==> src/core/prca_params.svh <==
`ifndef PRCA_PARAMS_SVH
`define PRCA_PARAMS_SVH

// ----------------------------------------------------------------------
// Time base and module counts
// ----------------------------------------------------------------------
`define PRCA_TB_W        16
`define PRCA_NMOD        5
`define PRCA_WDT_INDEX   4

// ----------------------------------------------------------------------
// Prescaler divide ratios, in system clock cycles or oscillator edges
// ----------------------------------------------------------------------
`define PRCA_DIV_SLOW    12
`define PRCA_DIV_FAST    4
`define PRCA_DIV_OSC     8

// ----------------------------------------------------------------------
// Reset values
// ----------------------------------------------------------------------
`define PRCA_COUNT_RST   16'h0000
`define PRCA_WDT_LIM_RST 8'hFF
`define PRCA_WDT_EN_RST  1'b1

`endif

==> src/core/prca_pkg.sv <==
package prca_pkg;

    // ------------------------------------------------------------------
    // Time base clock sources
    // ------------------------------------------------------------------
    typedef enum logic [2:0] {
        SRC_SYS_DIV12,
        SRC_SYS_DIV4,
        SRC_TIMER0_OVF,
        SRC_EXT_COUNT,
        SRC_SYS,
        SRC_EXT_OSC_DIV8
    } prca_src_t;

    // ------------------------------------------------------------------
    // Capture/compare module modes
    // ------------------------------------------------------------------
    typedef enum logic [2:0] {
        MODE_OFF,
        MODE_CAPTURE,
        MODE_SW_TIMER,
        MODE_HS_OUTPUT,
        MODE_PWM8,
        MODE_PWM16,
        MODE_FREQ_OUT
    } prca_mode_t;

endpackage : prca_pkg

==> src/core/prca_tb_if.sv <==
`timescale 1ns/1ns
`include "prca_params.svh"

// Shared time base as seen by every capture/compare module.
interface prca_tb_if;
    logic [`PRCA_TB_W-1:0] count;
    logic                  tick;

    modport source (output count, output tick);
    modport sink   (input count, input tick);
endinterface : prca_tb_if

==> src/core/prca_top.sv <==
`timescale 1ns/1ns
`include "prca_params.svh"

// Functional notes
// - One shared 16-bit time base feeds five capture/compare modules.
// - Time base clock picks one of six sources, including three divided ones.
// - Each module runs capture, timer, fast output, 8/16-bit PWM or frequency.
// - Module 4 can also serve as a watchdog.
// - After reset module 4 is a watchdog, already enabled.
// - Module pins and the count input go out through the pin crossbar.
// - Time base may count the external oscillator while the core runs internally.
// - Debug halt freezes the time base and prescalers; capture on pin edges still runs.
module prca_top #(
    parameter int NMOD = `PRCA_NMOD
) (
    // Clock and reset
    input  wire logic                            clock,
    input  wire logic                            rst_b,
    // Time base control
    input  wire logic                            run,
    input  wire prca_pkg::prca_src_t             src_sel,
    input  wire logic                            debug_halt,
    input  wire logic                            ovf_clear,
    // Count sources
    input  wire logic                            timer0_ovf,
    input  wire logic                            ext_count_input,
    input  wire logic                            ext_osc,
    // Time base status
    output logic [`PRCA_TB_W-1:0]                count,
    output logic                                 ovf_flag,
    // Capture/compare modules
    input  wire prca_pkg::prca_mode_t            mode       [NMOD],
    input  wire logic [`PRCA_TB_W-1:0]           compare    [NMOD],
    input  wire logic [NMOD-1:0]                 flag_clear,
    input  wire logic [NMOD-1:0]                 module_in,
    output logic [NMOD-1:0]                      module_out,
    output logic [NMOD-1:0]                      module_oe,
    output logic [`PRCA_TB_W-1:0]                capture    [NMOD],
    output logic [NMOD-1:0]                      match_flag,
    // Watchdog on module 4
    input  wire logic                            wdt_disable,
    input  wire logic                            wdt_kick,
    input  wire logic [7:0]                      wdt_offset,
    output logic                                 wdt_enabled,
    output logic                                 wdt_reset
);

    logic [3:0]            div12_r,  div12_nxt;
    logic [1:0]            div4_r,   div4_nxt;
    logic [2:0]            div8_r,   div8_nxt;
    logic                  osc_q_r,  osc_q_nxt;
    logic                  cin_q_r,  cin_q_nxt;
    logic [`PRCA_TB_W-1:0] count_r,  count_nxt;
    logic                  ovf_r,    ovf_nxt;
    logic                  tick;
    logic                  active;
    logic                  osc_rise;
    logic [NMOD-1:0]       en_vec;
    logic [NMOD-1:0]       fire_vec;

    prca_tb_if tb_bus ();

    // Prescalers stop under debug halt so the array stays in step.
    assign active   = run && !debug_halt;
    assign osc_rise = ext_osc && !osc_q_r;

    // ------------------------------------------------------------------
    // Prescalers and edge detectors
    // ------------------------------------------------------------------
    always_comb begin
        div12_nxt = div12_r;
        div4_nxt  = div4_r;
        div8_nxt  = div8_r;
        osc_q_nxt = ext_osc;
        cin_q_nxt = ext_count_input;
        if (active) begin
            div12_nxt = (div12_r == 4'(`PRCA_DIV_SLOW - 1)) ? 4'h0 : 4'(div12_r + 4'h1);
            div4_nxt  = (div4_r == 2'(`PRCA_DIV_FAST - 1)) ? 2'h0 : 2'(div4_r + 2'h1);
            // Oscillator edges are counted here, not used as a clock.
            if (osc_rise) begin
                div8_nxt = (div8_r == 3'(`PRCA_DIV_OSC - 1)) ? 3'h0 : 3'(div8_r + 3'h1);
            end
        end
    end

    // Source select; every source becomes a one-cycle tick.
    always_comb begin
        case (src_sel)
            prca_pkg::SRC_SYS_DIV12:    tick = (div12_r == 4'(`PRCA_DIV_SLOW - 1));
            prca_pkg::SRC_SYS_DIV4:     tick = (div4_r == 2'(`PRCA_DIV_FAST - 1));
            prca_pkg::SRC_TIMER0_OVF:   tick = timer0_ovf;
            prca_pkg::SRC_EXT_COUNT:    tick = ext_count_input && !cin_q_r;
            prca_pkg::SRC_SYS:          tick = 1'b1;
            prca_pkg::SRC_EXT_OSC_DIV8: tick = osc_rise
                                               && (div8_r == 3'(`PRCA_DIV_OSC - 1));
            default:                    tick = 1'b0;
        endcase
        tick = tick && active;
    end

    // ------------------------------------------------------------------
    // Time base and overflow flag
    // ------------------------------------------------------------------
    always_comb begin
        count_nxt = count_r;
        if (tick) begin
            count_nxt = `PRCA_TB_W'(count_r + 1'b1);
        end
        // A wrap in the clearing cycle is kept.
        ovf_nxt = (ovf_r && !ovf_clear) || (tick && (&count_r));
    end

    always_ff @(posedge clock or negedge rst_b) begin
        if (!rst_b) begin
            div12_r <= 4'h0;
            div4_r  <= 2'h0;
            div8_r  <= 3'h0;
            osc_q_r <= 1'b0;
            cin_q_r <= 1'b0;
            count_r <= `PRCA_COUNT_RST;
            ovf_r   <= 1'b0;
        end else begin
            div12_r <= div12_nxt;
            div4_r  <= div4_nxt;
            div8_r  <= div8_nxt;
            osc_q_r <= osc_q_nxt;
            cin_q_r <= cin_q_nxt;
            count_r <= count_nxt;
            ovf_r   <= ovf_nxt;
        end
    end

    assign tb_bus.count = count_r;
    assign tb_bus.tick  = tick;
    assign count        = count_r;
    assign ovf_flag     = ovf_r;

    // ------------------------------------------------------------------
    // Capture/compare modules on the shared time base
    // ------------------------------------------------------------------
    for (genvar i = 0; i < NMOD; i++) begin : g_ccm
        prca_ccm #(
            .IS_WDT (i == `PRCA_WDT_INDEX)
        ) u_ccm (
            .clock       (clock),
            .rst_b       (rst_b),
            .tb          (tb_bus.sink),
            .mode        (mode[i]),
            .compare     (compare[i]),
            .flag_clear  (flag_clear[i]),
            .wdt_disable (wdt_disable),
            .wdt_kick    (wdt_kick),
            .wdt_offset  (wdt_offset),
            .pin_in      (module_in[i]),
            .pin_out     (module_out[i]),
            .pin_oe      (module_oe[i]),
            .capture     (capture[i]),
            .flag        (match_flag[i]),
            .wdt_enabled (en_vec[i]),
            .wdt_fire    (fire_vec[i])
        );
    end

    // Only module 4 has a live watchdog; the others tie theirs low.
    assign wdt_enabled = en_vec[`PRCA_WDT_INDEX];
    assign wdt_reset   = fire_vec[`PRCA_WDT_INDEX];

    // ------------------------------------------------------------------
    // Checks
    // ------------------------------------------------------------------
    chk_count_step: assert property (@(posedge clock) disable iff (!rst_b)
        tick |=> count == `PRCA_TB_W'($past(count) + 1'b1))
        else $error("time base did not step by one");

    chk_halt_freeze: assert property (@(posedge clock) disable iff (!rst_b)
        debug_halt |=> count == $past(count))
        else $error("time base moved while halted");

    chk_ovf_set: assert property (@(posedge clock) disable iff (!rst_b)
        (tick && count == 16'hFFFF) |=> ovf_flag && count == 16'h0000)
        else $error("wrap did not set the overflow flag");

    chk_ovf_sticky: assert property (@(posedge clock) disable iff (!rst_b)
        (ovf_flag && !ovf_clear) |=> ovf_flag)
        else $error("overflow flag lost without a clear");

    chk_div12_gap: assert property (@(posedge clock) disable iff (!rst_b)
        (tick && src_sel == prca_pkg::SRC_SYS_DIV12)
        |=> (!tick || src_sel != prca_pkg::SRC_SYS_DIV12) [*8])
        else $error("divide by twelve ticked too soon");

    chk_div4_gap: assert property (@(posedge clock) disable iff (!rst_b)
        (tick && src_sel == prca_pkg::SRC_SYS_DIV4)
        |=> (!tick || src_sel != prca_pkg::SRC_SYS_DIV4) [*3])
        else $error("divide by four ticked too soon");

    chk_sys_tick: assert property (@(posedge clock) disable iff (!rst_b)
        (src_sel == prca_pkg::SRC_SYS && run && !debug_halt) |-> tick)
        else $error("system clock source missed a cycle");

    chk_count_edge: assert property (@(posedge clock) disable iff (!rst_b)
        (tick && src_sel == prca_pkg::SRC_EXT_COUNT)
        |-> ext_count_input && !$past(ext_count_input))
        else $error("count input ticked without a rising edge");

    chk_wdt_boot: assert property (@(posedge clock) disable iff (!rst_b)
        !$past(rst_b) |-> wdt_enabled)
        else $error("watchdog not armed after reset");

    chk_wdt_cause: assert property (@(posedge clock) disable iff (!rst_b)
        wdt_reset |-> $past(wdt_enabled) && $past(tick))
        else $error("watchdog fired while disabled");

    cov_overflow: cover property (@(posedge clock) disable iff (!rst_b) $rose(ovf_flag));
    cov_wdt_fire: cover property (@(posedge clock) disable iff (!rst_b) wdt_reset);
    cov_capture:  cover property (@(posedge clock) disable iff (!rst_b) $rose(match_flag[0]));

endmodule : prca_top

==> src/core/prca_ccm.sv <==
`timescale 1ns/1ns
`include "prca_params.svh"

module prca_ccm #(
    parameter bit IS_WDT = 1'b0
) (
    // Clock and reset
    input  wire logic                  clock,
    input  wire logic                  rst_b,
    // Shared time base
    prca_tb_if.sink                    tb,
    // Configuration
    input  wire prca_pkg::prca_mode_t  mode,
    input  wire logic [`PRCA_TB_W-1:0] compare,
    input  wire logic                  flag_clear,
    // Watchdog control, used only when IS_WDT is set
    input  wire logic                  wdt_disable,
    input  wire logic                  wdt_kick,
    input  wire logic [7:0]            wdt_offset,
    // Pin side
    input  wire logic                  pin_in,
    output logic                       pin_out,
    output logic                       pin_oe,
    // Status
    output logic [`PRCA_TB_W-1:0]      capture,
    output logic                       flag,
    output logic                       wdt_enabled,
    output logic                       wdt_fire
);

    logic                  out_r,   out_nxt;
    logic                  flag_r,  flag_nxt;
    logic                  in_q_r,  in_q_nxt;
    logic [`PRCA_TB_W-1:0] cap_r,   cap_nxt;
    logic [7:0]            freq_r,  freq_nxt;
    logic                  wen_r,   wen_nxt;
    logic [7:0]            wlim_r,  wlim_nxt;
    logic                  fire_r,  fire_nxt;
    logic                  wdt_on;
    logic                  set_ev;

    assign wdt_on = IS_WDT && wen_r;

    // --------------------------------------------------------------
    // Mode behaviour; while the watchdog owns the module the ordinary
    // mode is parked so a stray compare cannot disturb the pin.
    // --------------------------------------------------------------
    always_comb begin
        out_nxt  = out_r;
        cap_nxt  = cap_r;
        freq_nxt = freq_r;
        set_ev   = 1'b0;
        in_q_nxt = pin_in;
        if (!wdt_on) begin
            case (mode)
                prca_pkg::MODE_CAPTURE: begin
                    if (pin_in && !in_q_r) begin
                        cap_nxt = tb.count;
                        set_ev  = 1'b1;
                    end
                end
                prca_pkg::MODE_SW_TIMER: begin
                    set_ev = tb.tick && (tb.count == compare);
                end
                prca_pkg::MODE_HS_OUTPUT: begin
                    if (tb.tick && (tb.count == compare)) begin
                        set_ev  = 1'b1;
                        out_nxt = !out_r;
                    end
                end
                prca_pkg::MODE_PWM8: begin
                    out_nxt = (tb.count[7:0] >= compare[7:0]);
                end
                prca_pkg::MODE_PWM16: begin
                    out_nxt = (tb.count >= compare);
                end
                prca_pkg::MODE_FREQ_OUT: begin
                    // Low byte chases a moving target, high byte is the step.
                    if (tb.tick && (tb.count[7:0] == freq_r)) begin
                        out_nxt  = !out_r;
                        freq_nxt = 8'(freq_r + compare[15:8]);
                    end
                end
                default: begin
                    out_nxt = 1'b0;
                end
            endcase
        end
        if (mode != prca_pkg::MODE_FREQ_OUT) begin
            freq_nxt = compare[7:0];
        end
        // An event in the clearing cycle wins over the clear.
        flag_nxt = (flag_r && !flag_clear) || set_ev;
    end

    // --------------------------------------------------------------
    // Watchdog: fires when the high byte reaches the limit; a kick
    // moves the limit ahead of the current count.
    // --------------------------------------------------------------
    always_comb begin
        wen_nxt  = wen_r && !wdt_disable;
        wlim_nxt = wlim_r;
        fire_nxt = 1'b0;
        if (wdt_on) begin
            if (wdt_kick) begin
                wlim_nxt = 8'(tb.count[15:8] + wdt_offset);
            end else if (tb.tick && (tb.count[15:8] == wlim_r)) begin
                fire_nxt = 1'b1;
            end
        end
    end

    // Register stage; the watchdog comes up armed with no software help.
    always_ff @(posedge clock or negedge rst_b) begin
        if (!rst_b) begin
            out_r  <= 1'b0;
            flag_r <= 1'b0;
            in_q_r <= 1'b0;
            cap_r  <= `PRCA_COUNT_RST;
            freq_r <= 8'h00;
            wen_r  <= `PRCA_WDT_EN_RST;
            wlim_r <= `PRCA_WDT_LIM_RST;
            fire_r <= 1'b0;
        end else begin
            out_r  <= out_nxt;
            flag_r <= flag_nxt;
            in_q_r <= in_q_nxt;
            cap_r  <= cap_nxt;
            freq_r <= freq_nxt;
            wen_r  <= wen_nxt;
            wlim_r <= wlim_nxt;
            fire_r <= fire_nxt;
        end
    end

    assign pin_out     = out_r;
    // The crossbar takes the pin only for the driving modes.
    assign pin_oe      = !wdt_on && ((mode == prca_pkg::MODE_HS_OUTPUT)
                         || (mode == prca_pkg::MODE_PWM8)
                         || (mode == prca_pkg::MODE_PWM16)
                         || (mode == prca_pkg::MODE_FREQ_OUT));
    assign capture     = cap_r;
    assign flag        = flag_r;
    assign wdt_enabled = wdt_on;
    assign wdt_fire    = fire_r;

    // --------------------------------------------------------------
    // Checks
    // --------------------------------------------------------------
    chk_capture_load: assert property (@(posedge clock) disable iff (!rst_b)
        (!wdt_on && mode == prca_pkg::MODE_CAPTURE && pin_in && !in_q_r)
        |=> (capture == $past(tb.count)) && flag)
        else $error("capture did not load the time base");

    chk_drive_oe: assert property (@(posedge clock) disable iff (!rst_b)
        (!wdt_on && mode == prca_pkg::MODE_CAPTURE) |-> !pin_oe)
        else $error("pin driven in capture mode");

endmodule : prca_ccm

==> config.mk <==
export PLATFORM = sky130hd
export DESIGN_NAME = prca_top
export DESIGN_NICKNAME = d
export VERILOG_FILES = /design/src/core/prca_pkg.sv /design/src/core/prca_tb_if.sv /design/src/core/prca_top.sv /design/src/core/prca_ccm.sv
export VERILOG_INCLUDE_DIRS = /design/src /design/src/core
export SDC_FILE = /design/constraint.sdc
export NUM_CORES = 1
export LEC_CHECK = 0
export ABC_AREA = 1
export BUFFER_PORTS_ARGS = -buffer_cell sky130_fd_sc_hd__buf_2
export CAP_MARGIN = 20
export CORE_MARGIN = 2
export CORE_UTILIZATION = 45
export CTS_CLUSTER_DIAMETER = 100
export DETAILED_ROUTE_END_ITERATION = 12
export PLACE_DENSITY = 0.67
export SLEW_MARGIN = 20
export SYNTH_ARGS = -nofsm -noshare
export SYNTH_HDL_FRONTEND = slang
export SYNTH_HIERARCHICAL = 1
export SYNTH_SLANG_ARGS = --single-unit
==> constraint.sdc <==
create_clock -name clock -period 3.8 [get_ports clock]
set_input_delay 0.19 -clock clock [delete_from_list [all_inputs] [get_ports clock]]
set_output_delay 0.19 -clock clock [all_outputs]
set_load 0.005 [all_outputs]
# After elaboration in Yosys (flattened, before gate mapping)
# Cells that the tools add are included.
totals:
  elab_cells: 286
  romBits: 0
  reg_bits: 173
  out_inout_bits: 114
  latch_bits: 0
  ramBits: 0
  mem_count: 0
  inputBits: 126
classes:
  bitwise_logic: 6
  reduce_logical: 106
  n_shift: 0
  n_mul: 0
  add_sub_neg: 10
  magnitude_cmp: 10
  eq_ne: 65
  n_mux: 54
  n_div: 0
ops:
  columns: ["operator", "count"]
  rows:
  - ["two-way mux 8 bit", 16]
  - ["== test 16 bit", 5]
  - ["greater-or-equal comparator 16 bit", 5]
  - ["== test 3 bit (second input constant)", 18]
  - ["adder 8 bit", 6]
  - ["== test 8 bit", 6]
  - ["greater-or-equal comparator 8 bit", 5]
  - ["== test 3 x 2 -> 1 bit (second input constant)", 12]
  - ["logical AND 1 bit", 30]
  - ["one-hot mux 1 bit (5 select lines)", 5]
  - ["two-way mux 1 bit", 24]
  - ["logical NOT 1 bit", 21]
  - ["logical OR 1 bit", 21]
  - ["!= test 2 x 1 -> 1 bit (second input constant)", 10]
  - ["AND reduction 2 bit", 10]
  - ["nonzero test 2 bit", 10]
  - ["== test 3 x 1 -> 1 bit (second input constant)", 6]
  - ["AND reduction 3 bit", 6]
  - ["adder 16 x 1 -> 16 bit (second input constant)", 1]
  - ["AND reduction 16 bit", 1]
  - ["!= test 3 bit (second input constant)", 5]
  - ["one-hot mux 1 bit (3 select lines)", 5]
  - ["OR reduction 2 bit", 5]
  - ["NOT 1 bit", 6]
  - ["12 further kinds", 12]

# Depth between registers and ports, before layout
depth:
  ltp_word: 10
  ltp_mapped: 17
  depth_no_buf: 17

# By module
# Netlist, hierarchy kept.
modules_own_cells:
  columns: ["module", "cells_per_inst", "n_inst", "seq_area_each_um2", "area_each_um2"]
  rows:
  - ["prca_ccm (g_ccm[1].u_ccm ...)", 302, 2, 675.6, 2157.1]
  - ["prca_ccm (g_ccm[4].u_ccm)", 393, 1, 937.1, 2906.5]
  - ["prca_ccm (g_ccm[0].u_ccm)", 299, 1, 675.6, 2149.6]
  - ["prca_ccm (g_ccm[3].u_ccm)", 296, 1, 675.6, 2142.1]
  - ["prca_top", 210, 1, 700.7, 1620.3]

# Worst setup path before layout
# Ideal clock, no wire load.
synth_timing:
  path_type: "register to register"
  start: "register div8_r[0]"
  end: "register g_ccm[4].u_ccm.freq_r[3]"
  required_ns: 3.679
  path_stages_with_launch: 17
  setup_ns: 0.121
  path_buffers: 1
  path_slack_ns: 1.608
  arrival_time_ns: 2.072
  synth_period_minus_slack_ns: 2.192
  cell_sequence: "dfrtp_1 -> ha_1 -> ha_1 -> nand3_1 -> nor2_1 -> nor2_2 -> nand3_4 -> nand2_2 -> inv_1 -> inv_1 -> a21oi_1 -> nand3_2 -> nor2_4 -> nand3_4 -> nand2_4 -> buf_8 -> o21ai_1"
synth_between:
  elab_chain_cells: 7
synth_lines:
  columns: ["item", "line", "rtl"]
  rows:
  - ["from (decl)", "prca_top.sv:50", "logic [2:0] div8_r, div8_nxt;"]
  - ["from (signal assigned)", "prca_top.sv:125", "div8_r <= div8_nxt;"]
  - ["== test 3 bit", "prca_top.sv:95", "&& (div8_r == 3'(`PRCA_DIV_OSC - 1));"]
  - ["logical AND 1 bit", "prca_top.sv:94", "prca_pkg::SRC_EXT_OSC_DIV8: tick = osc_rise"]
  - ["one-hot mux 1 bit (6 select lines)", "prca_top.sv:88", "case (src_sel)"]
  - ["logical AND 1 bit", "prca_top.sv:98", "tick = tick && active;"]
  - ["via tb_bus.tick", "prca_tb_if.sv:7", "logic tick;"]
  - ["logical AND 1 bit", "prca_ccm.sv:79", "if (tb.tick && (tb.count[7:0] == freq_r)) begin"]
  - ["nonzero test 2 bit (no line)", null, null]
  - ["AND reduction 3 bit (no line)", null, null]
  - ["to (signal assigned)", "prca_ccm.sv:129", "freq_r <= freq_nxt;"]
  - ["to (decl)", "prca_ccm.sv:35", "logic [7:0] freq_r, freq_nxt;"]
# The timed path passes the listed nets, and every way through them passes these cells.
# A chain may end at the register's enable or synchronous reset.

# Worst setup path in the final report
layout_timing:
  start: "register div8_r[0]"
  end: "register g_ccm[0].u_ccm.out_r"
layout_between:
  elab_chain_cells: 7
  word_cells_on_any_way: 9
  classes_between: "eq/ne: 3; mux: 1; reduce/logical: 5"
layout_lines:
  columns: ["item", "line", "rtl"]
  rows:
  - ["== test 3 bit (*)", "prca_top.sv:95", null]
  - ["logical AND 1 bit (*)", "prca_top.sv:94", null]
  - ["one-hot mux 1 bit (6 select lines) (*)", "prca_top.sv:88", null]
  - ["logical AND 1 bit (*)", "prca_top.sv:98", null]
  - ["via tb_bus.tick", "prca_tb_if.sv:7", null]
  - ["logical AND 1 bit (on tied branches)", "prca_ccm.sv:66, prca_ccm.sv:79", null]
  - ["!= test 2 x 1 -> 1 bit (no line)", null, null]
  - ["AND reduction 3 bit (no line) (*)", null, null]
  - ["to (signal assigned)", "prca_ccm.sv:125", "out_r <= out_nxt;"]
  - ["to (decl)", "prca_ccm.sv:31", "logic out_r, out_nxt;"]
# The timed path passes the listed nets; every way through them passes the cells marked *.

==> reports/qor.yml <==
status: "complete, no violations"
vias_per_cell: 5.04
placed_cells: 2403
arrival_ns: 3.07
path_cells: "ha_1 -> ha_1 -> nand3_1 -> nor2_1 -> nor2_2 -> nand3_4 -> nand2_2 -> inv_1 -> nand2_1 -> nor3_1 -> nand3_1 -> nand2_1 -> nand2_1 -> nand2_1 -> nand2_1"
stdcell_area_um2: 15500
fin_worst_skew_ns: 0.0102
cts_root_buffer: "clkbuf_16"
coreArea_um2: 28600
syn_to_final_growth_pct: 19.0
fin_crit_ns: 2.74
routabilityCongestion: 0.927
drtIter0Drc: 767
stdcell_count: 2460
route.met2.wl_um: 17500
max_cap_viol_count: 0
htree_levels: 4
overflow: 0
hp-class: "in2reg"
cts_resized: 0
netlist_area_um2: 13100
placed_area_um2: 14700
synth_cells: 1790
portBuffers: 239
critPathKind: "reg2reg"
finalHoldViolCount: 0
io_pins: 240
cts_tree: "done"
clk_path_buf_depth: 2
num_rows: 62
drv_slew: 0
syn-num-nets: 2049
leakagePower_nw: 9.05
dr_wl_met3_um: 2750
whs_ns: 0.0436
grt_pass1_vias: 12100
drc_errors: 0
numCtsBuffers: 17
grt_max_degree: 75
start_util_pct: 45.6
fmax_mhz: 365
drive_above_1_share_pct: 17.8
die_x_um: 174
dp_hpwl_um: 28900
dieHeight_um: 174
wire_per_inst_um: 15.6
first_pass_iters: 5
clk_latency_ns: 0.44
endpoint_kind: "flop"
tightest_slew_ns: 1.14
diodes: 0
cp.required_ns: 4.13
vdd_drop_max_mv: 0.270
clk_pin_slew_ns: 0.07
nets: 2322
cp_common_cell: "nand2_1"
start_kind: "flop"
yosysWarnings: 6
postCtsSetupRepairBufs: 0
path_max_fanout: 12
setup_viol: 0
critPathSlowestCell: "inv_1"
top_layer: "met5"
die-area_um2: 30400
grt_usage_pct: 25.9
drt_wl_total_um: 38400
avgSynthCellArea_um2: 7.29
vias: 12400
rsz0062_at_grt: "false"
grt_pass1_wl_um: 62000
hold_buffers: 25
antenna_found_initial: 1
ant_nets: 0
p_per_area_nw_per_um2: 367
max_stage_delay_ns: 0.50
cts.sinks: 173
relSlewSlack_pct: 23.7
timing.final.crit_share_pct: 72.1
setup-tns-final_ns: 0
met1_length_um: 17300
[final timing paths]
kind / to / from / slack (ns) / cells past startpoint
worst min register to register: g_ccm[4].u_ccm/wlim_r[0] / g_ccm[4].u_ccm/wlim_r[0] / 0.48 / 2
min in group asynchronous: g_ccm[0].u_ccm/freq_r[4] / rst_b / 0.33 / 2
worst max-delay path: g_ccm[0].u_ccm/pin_out / div8_r[0] / 1.06 / 15
worst max register to register: g_ccm[0].u_ccm/pin_out / div8_r[0] / 1.06 / 15
worst min-delay path: g_ccm[4].u_ccm/wdt_fire / wdt_kick / 0.04 / 4
max in group asynchronous: g_ccm[4].u_ccm/wdt_enabled / rst_b / 2.48 / 3
[placed cells by master, fill, tap and decap left out, types with 3 or more instances in the layout]
| cell | n |
|---|---|
| nand2_1 | 594 |
| inv_1 | 291 |
| buf_2 | 238 |
| dfrtp_1 | 164 |
| ha_1 | 127 |
| nand3_1 | 106 |
| nor2_1 | 100 |
| o21ai_0 | 71 |
| a21oi_1 | 61 |
| o21ai_1 | 31 |
| nand4_1 | 25 |
| dlygate4sd3_1 | 25 |
| mux2_2 | 18 |
| clkbuf_16 | 17 |
| xor2_1 | 17 |
| xnor2_1 | 16 |
| nor3_1 | 13 |
| mux2_4 | 12 |
| buf_4 | 12 |
| nand3b_1 | 11 |
| o21a_1 | 10 |
| dfstp_2 | 9 |
| inv_2 | 8 |
| a21o_1 | 8 |
| mux2_1 | 7 |
| nand2_2 | 6 |
| or2_2 | 6 |
| fa_1 | 6 |
| clkinv_4 | 5 |
| o211ai_1 | 5 |
| nand3_2 | 4 |
| nor3_4 | 4 |
| nand3b_4 | 4 |
| nor2_4 | 3 |
| nor3_2 | 3 |
| or2_1 | 3 |
| o21bai_1 | 3 |
| a31oi_1 | 3 |
[metal layers]
layer	GRT usage, %	vias up
li1	-	6253
met1	34.4	5712
met2	42.4	385
met3	5.58	56
met4	7.84	2
met5	0	-
[state kept, by name, indices dropped and copies added (netlist names), 2 cells and up]
signal	cells
g_ccm.u_ccm/capture	80
g_ccm.u_ccm/freq_r	40
count	16
g_ccm.u_ccm/wlim_r	8
g_ccm.u_ccm/flag	5
g_ccm.u_ccm/in_q_r	5
g_ccm.u_ccm/pin_out	5
div12_r	4
div8_r	3
div4_r	2
[cell type report]
| type | instances | area [µm²] |
|---|---|---|
| Fill cell | 2761 | 13100 |
| Multi-Input combinational cell | 1295 | 7430 |
| Sequential cell | 173 | 4340 |
| Timing Repair Buffer | 277 | 1560 |
| Inverter | 299 | 1120 |
| Tap cell | 384 | 480 |
| Clock buffer | 19 | 443 |
| Clock inverter | 13 | 159 |
[critical path: cells and delay by family, from the launching register on]
family | cells | cell delay [ns]
flip-flops | 1 | 0.37
AND/OR/NAND/NOR | 12 | 1.44
buffers and inverters | 1 | 0.50
adder cells (fa/ha/maj) | 2 | 0.32
[power by group]
part / switching [mW] / internal, mW
Clock: 0.806 / 1.00
Combinational: 0.911 / 0.642
Sequential: 0.296 / 2.04
Total: 2.01 / 3.69
[metrics by stage]
| step | util [%] | power [mW] | setup WS (ns) |
|---|---|---|---|
| finish | 54.3 | 5.70 | 1.06 |
| global route | 54.3 | 6.07 | 0.853 |
| CTS | 54.3 | 5.73 | 1.08 |
| detailed placement | 51.3 | 3.88 | 1.10 |
| global placement | 51.3 | 3.84 | 1.23 |
| floorplan | - | 3.27 | 1.61 |
Power figures use the tool's default switching activity.
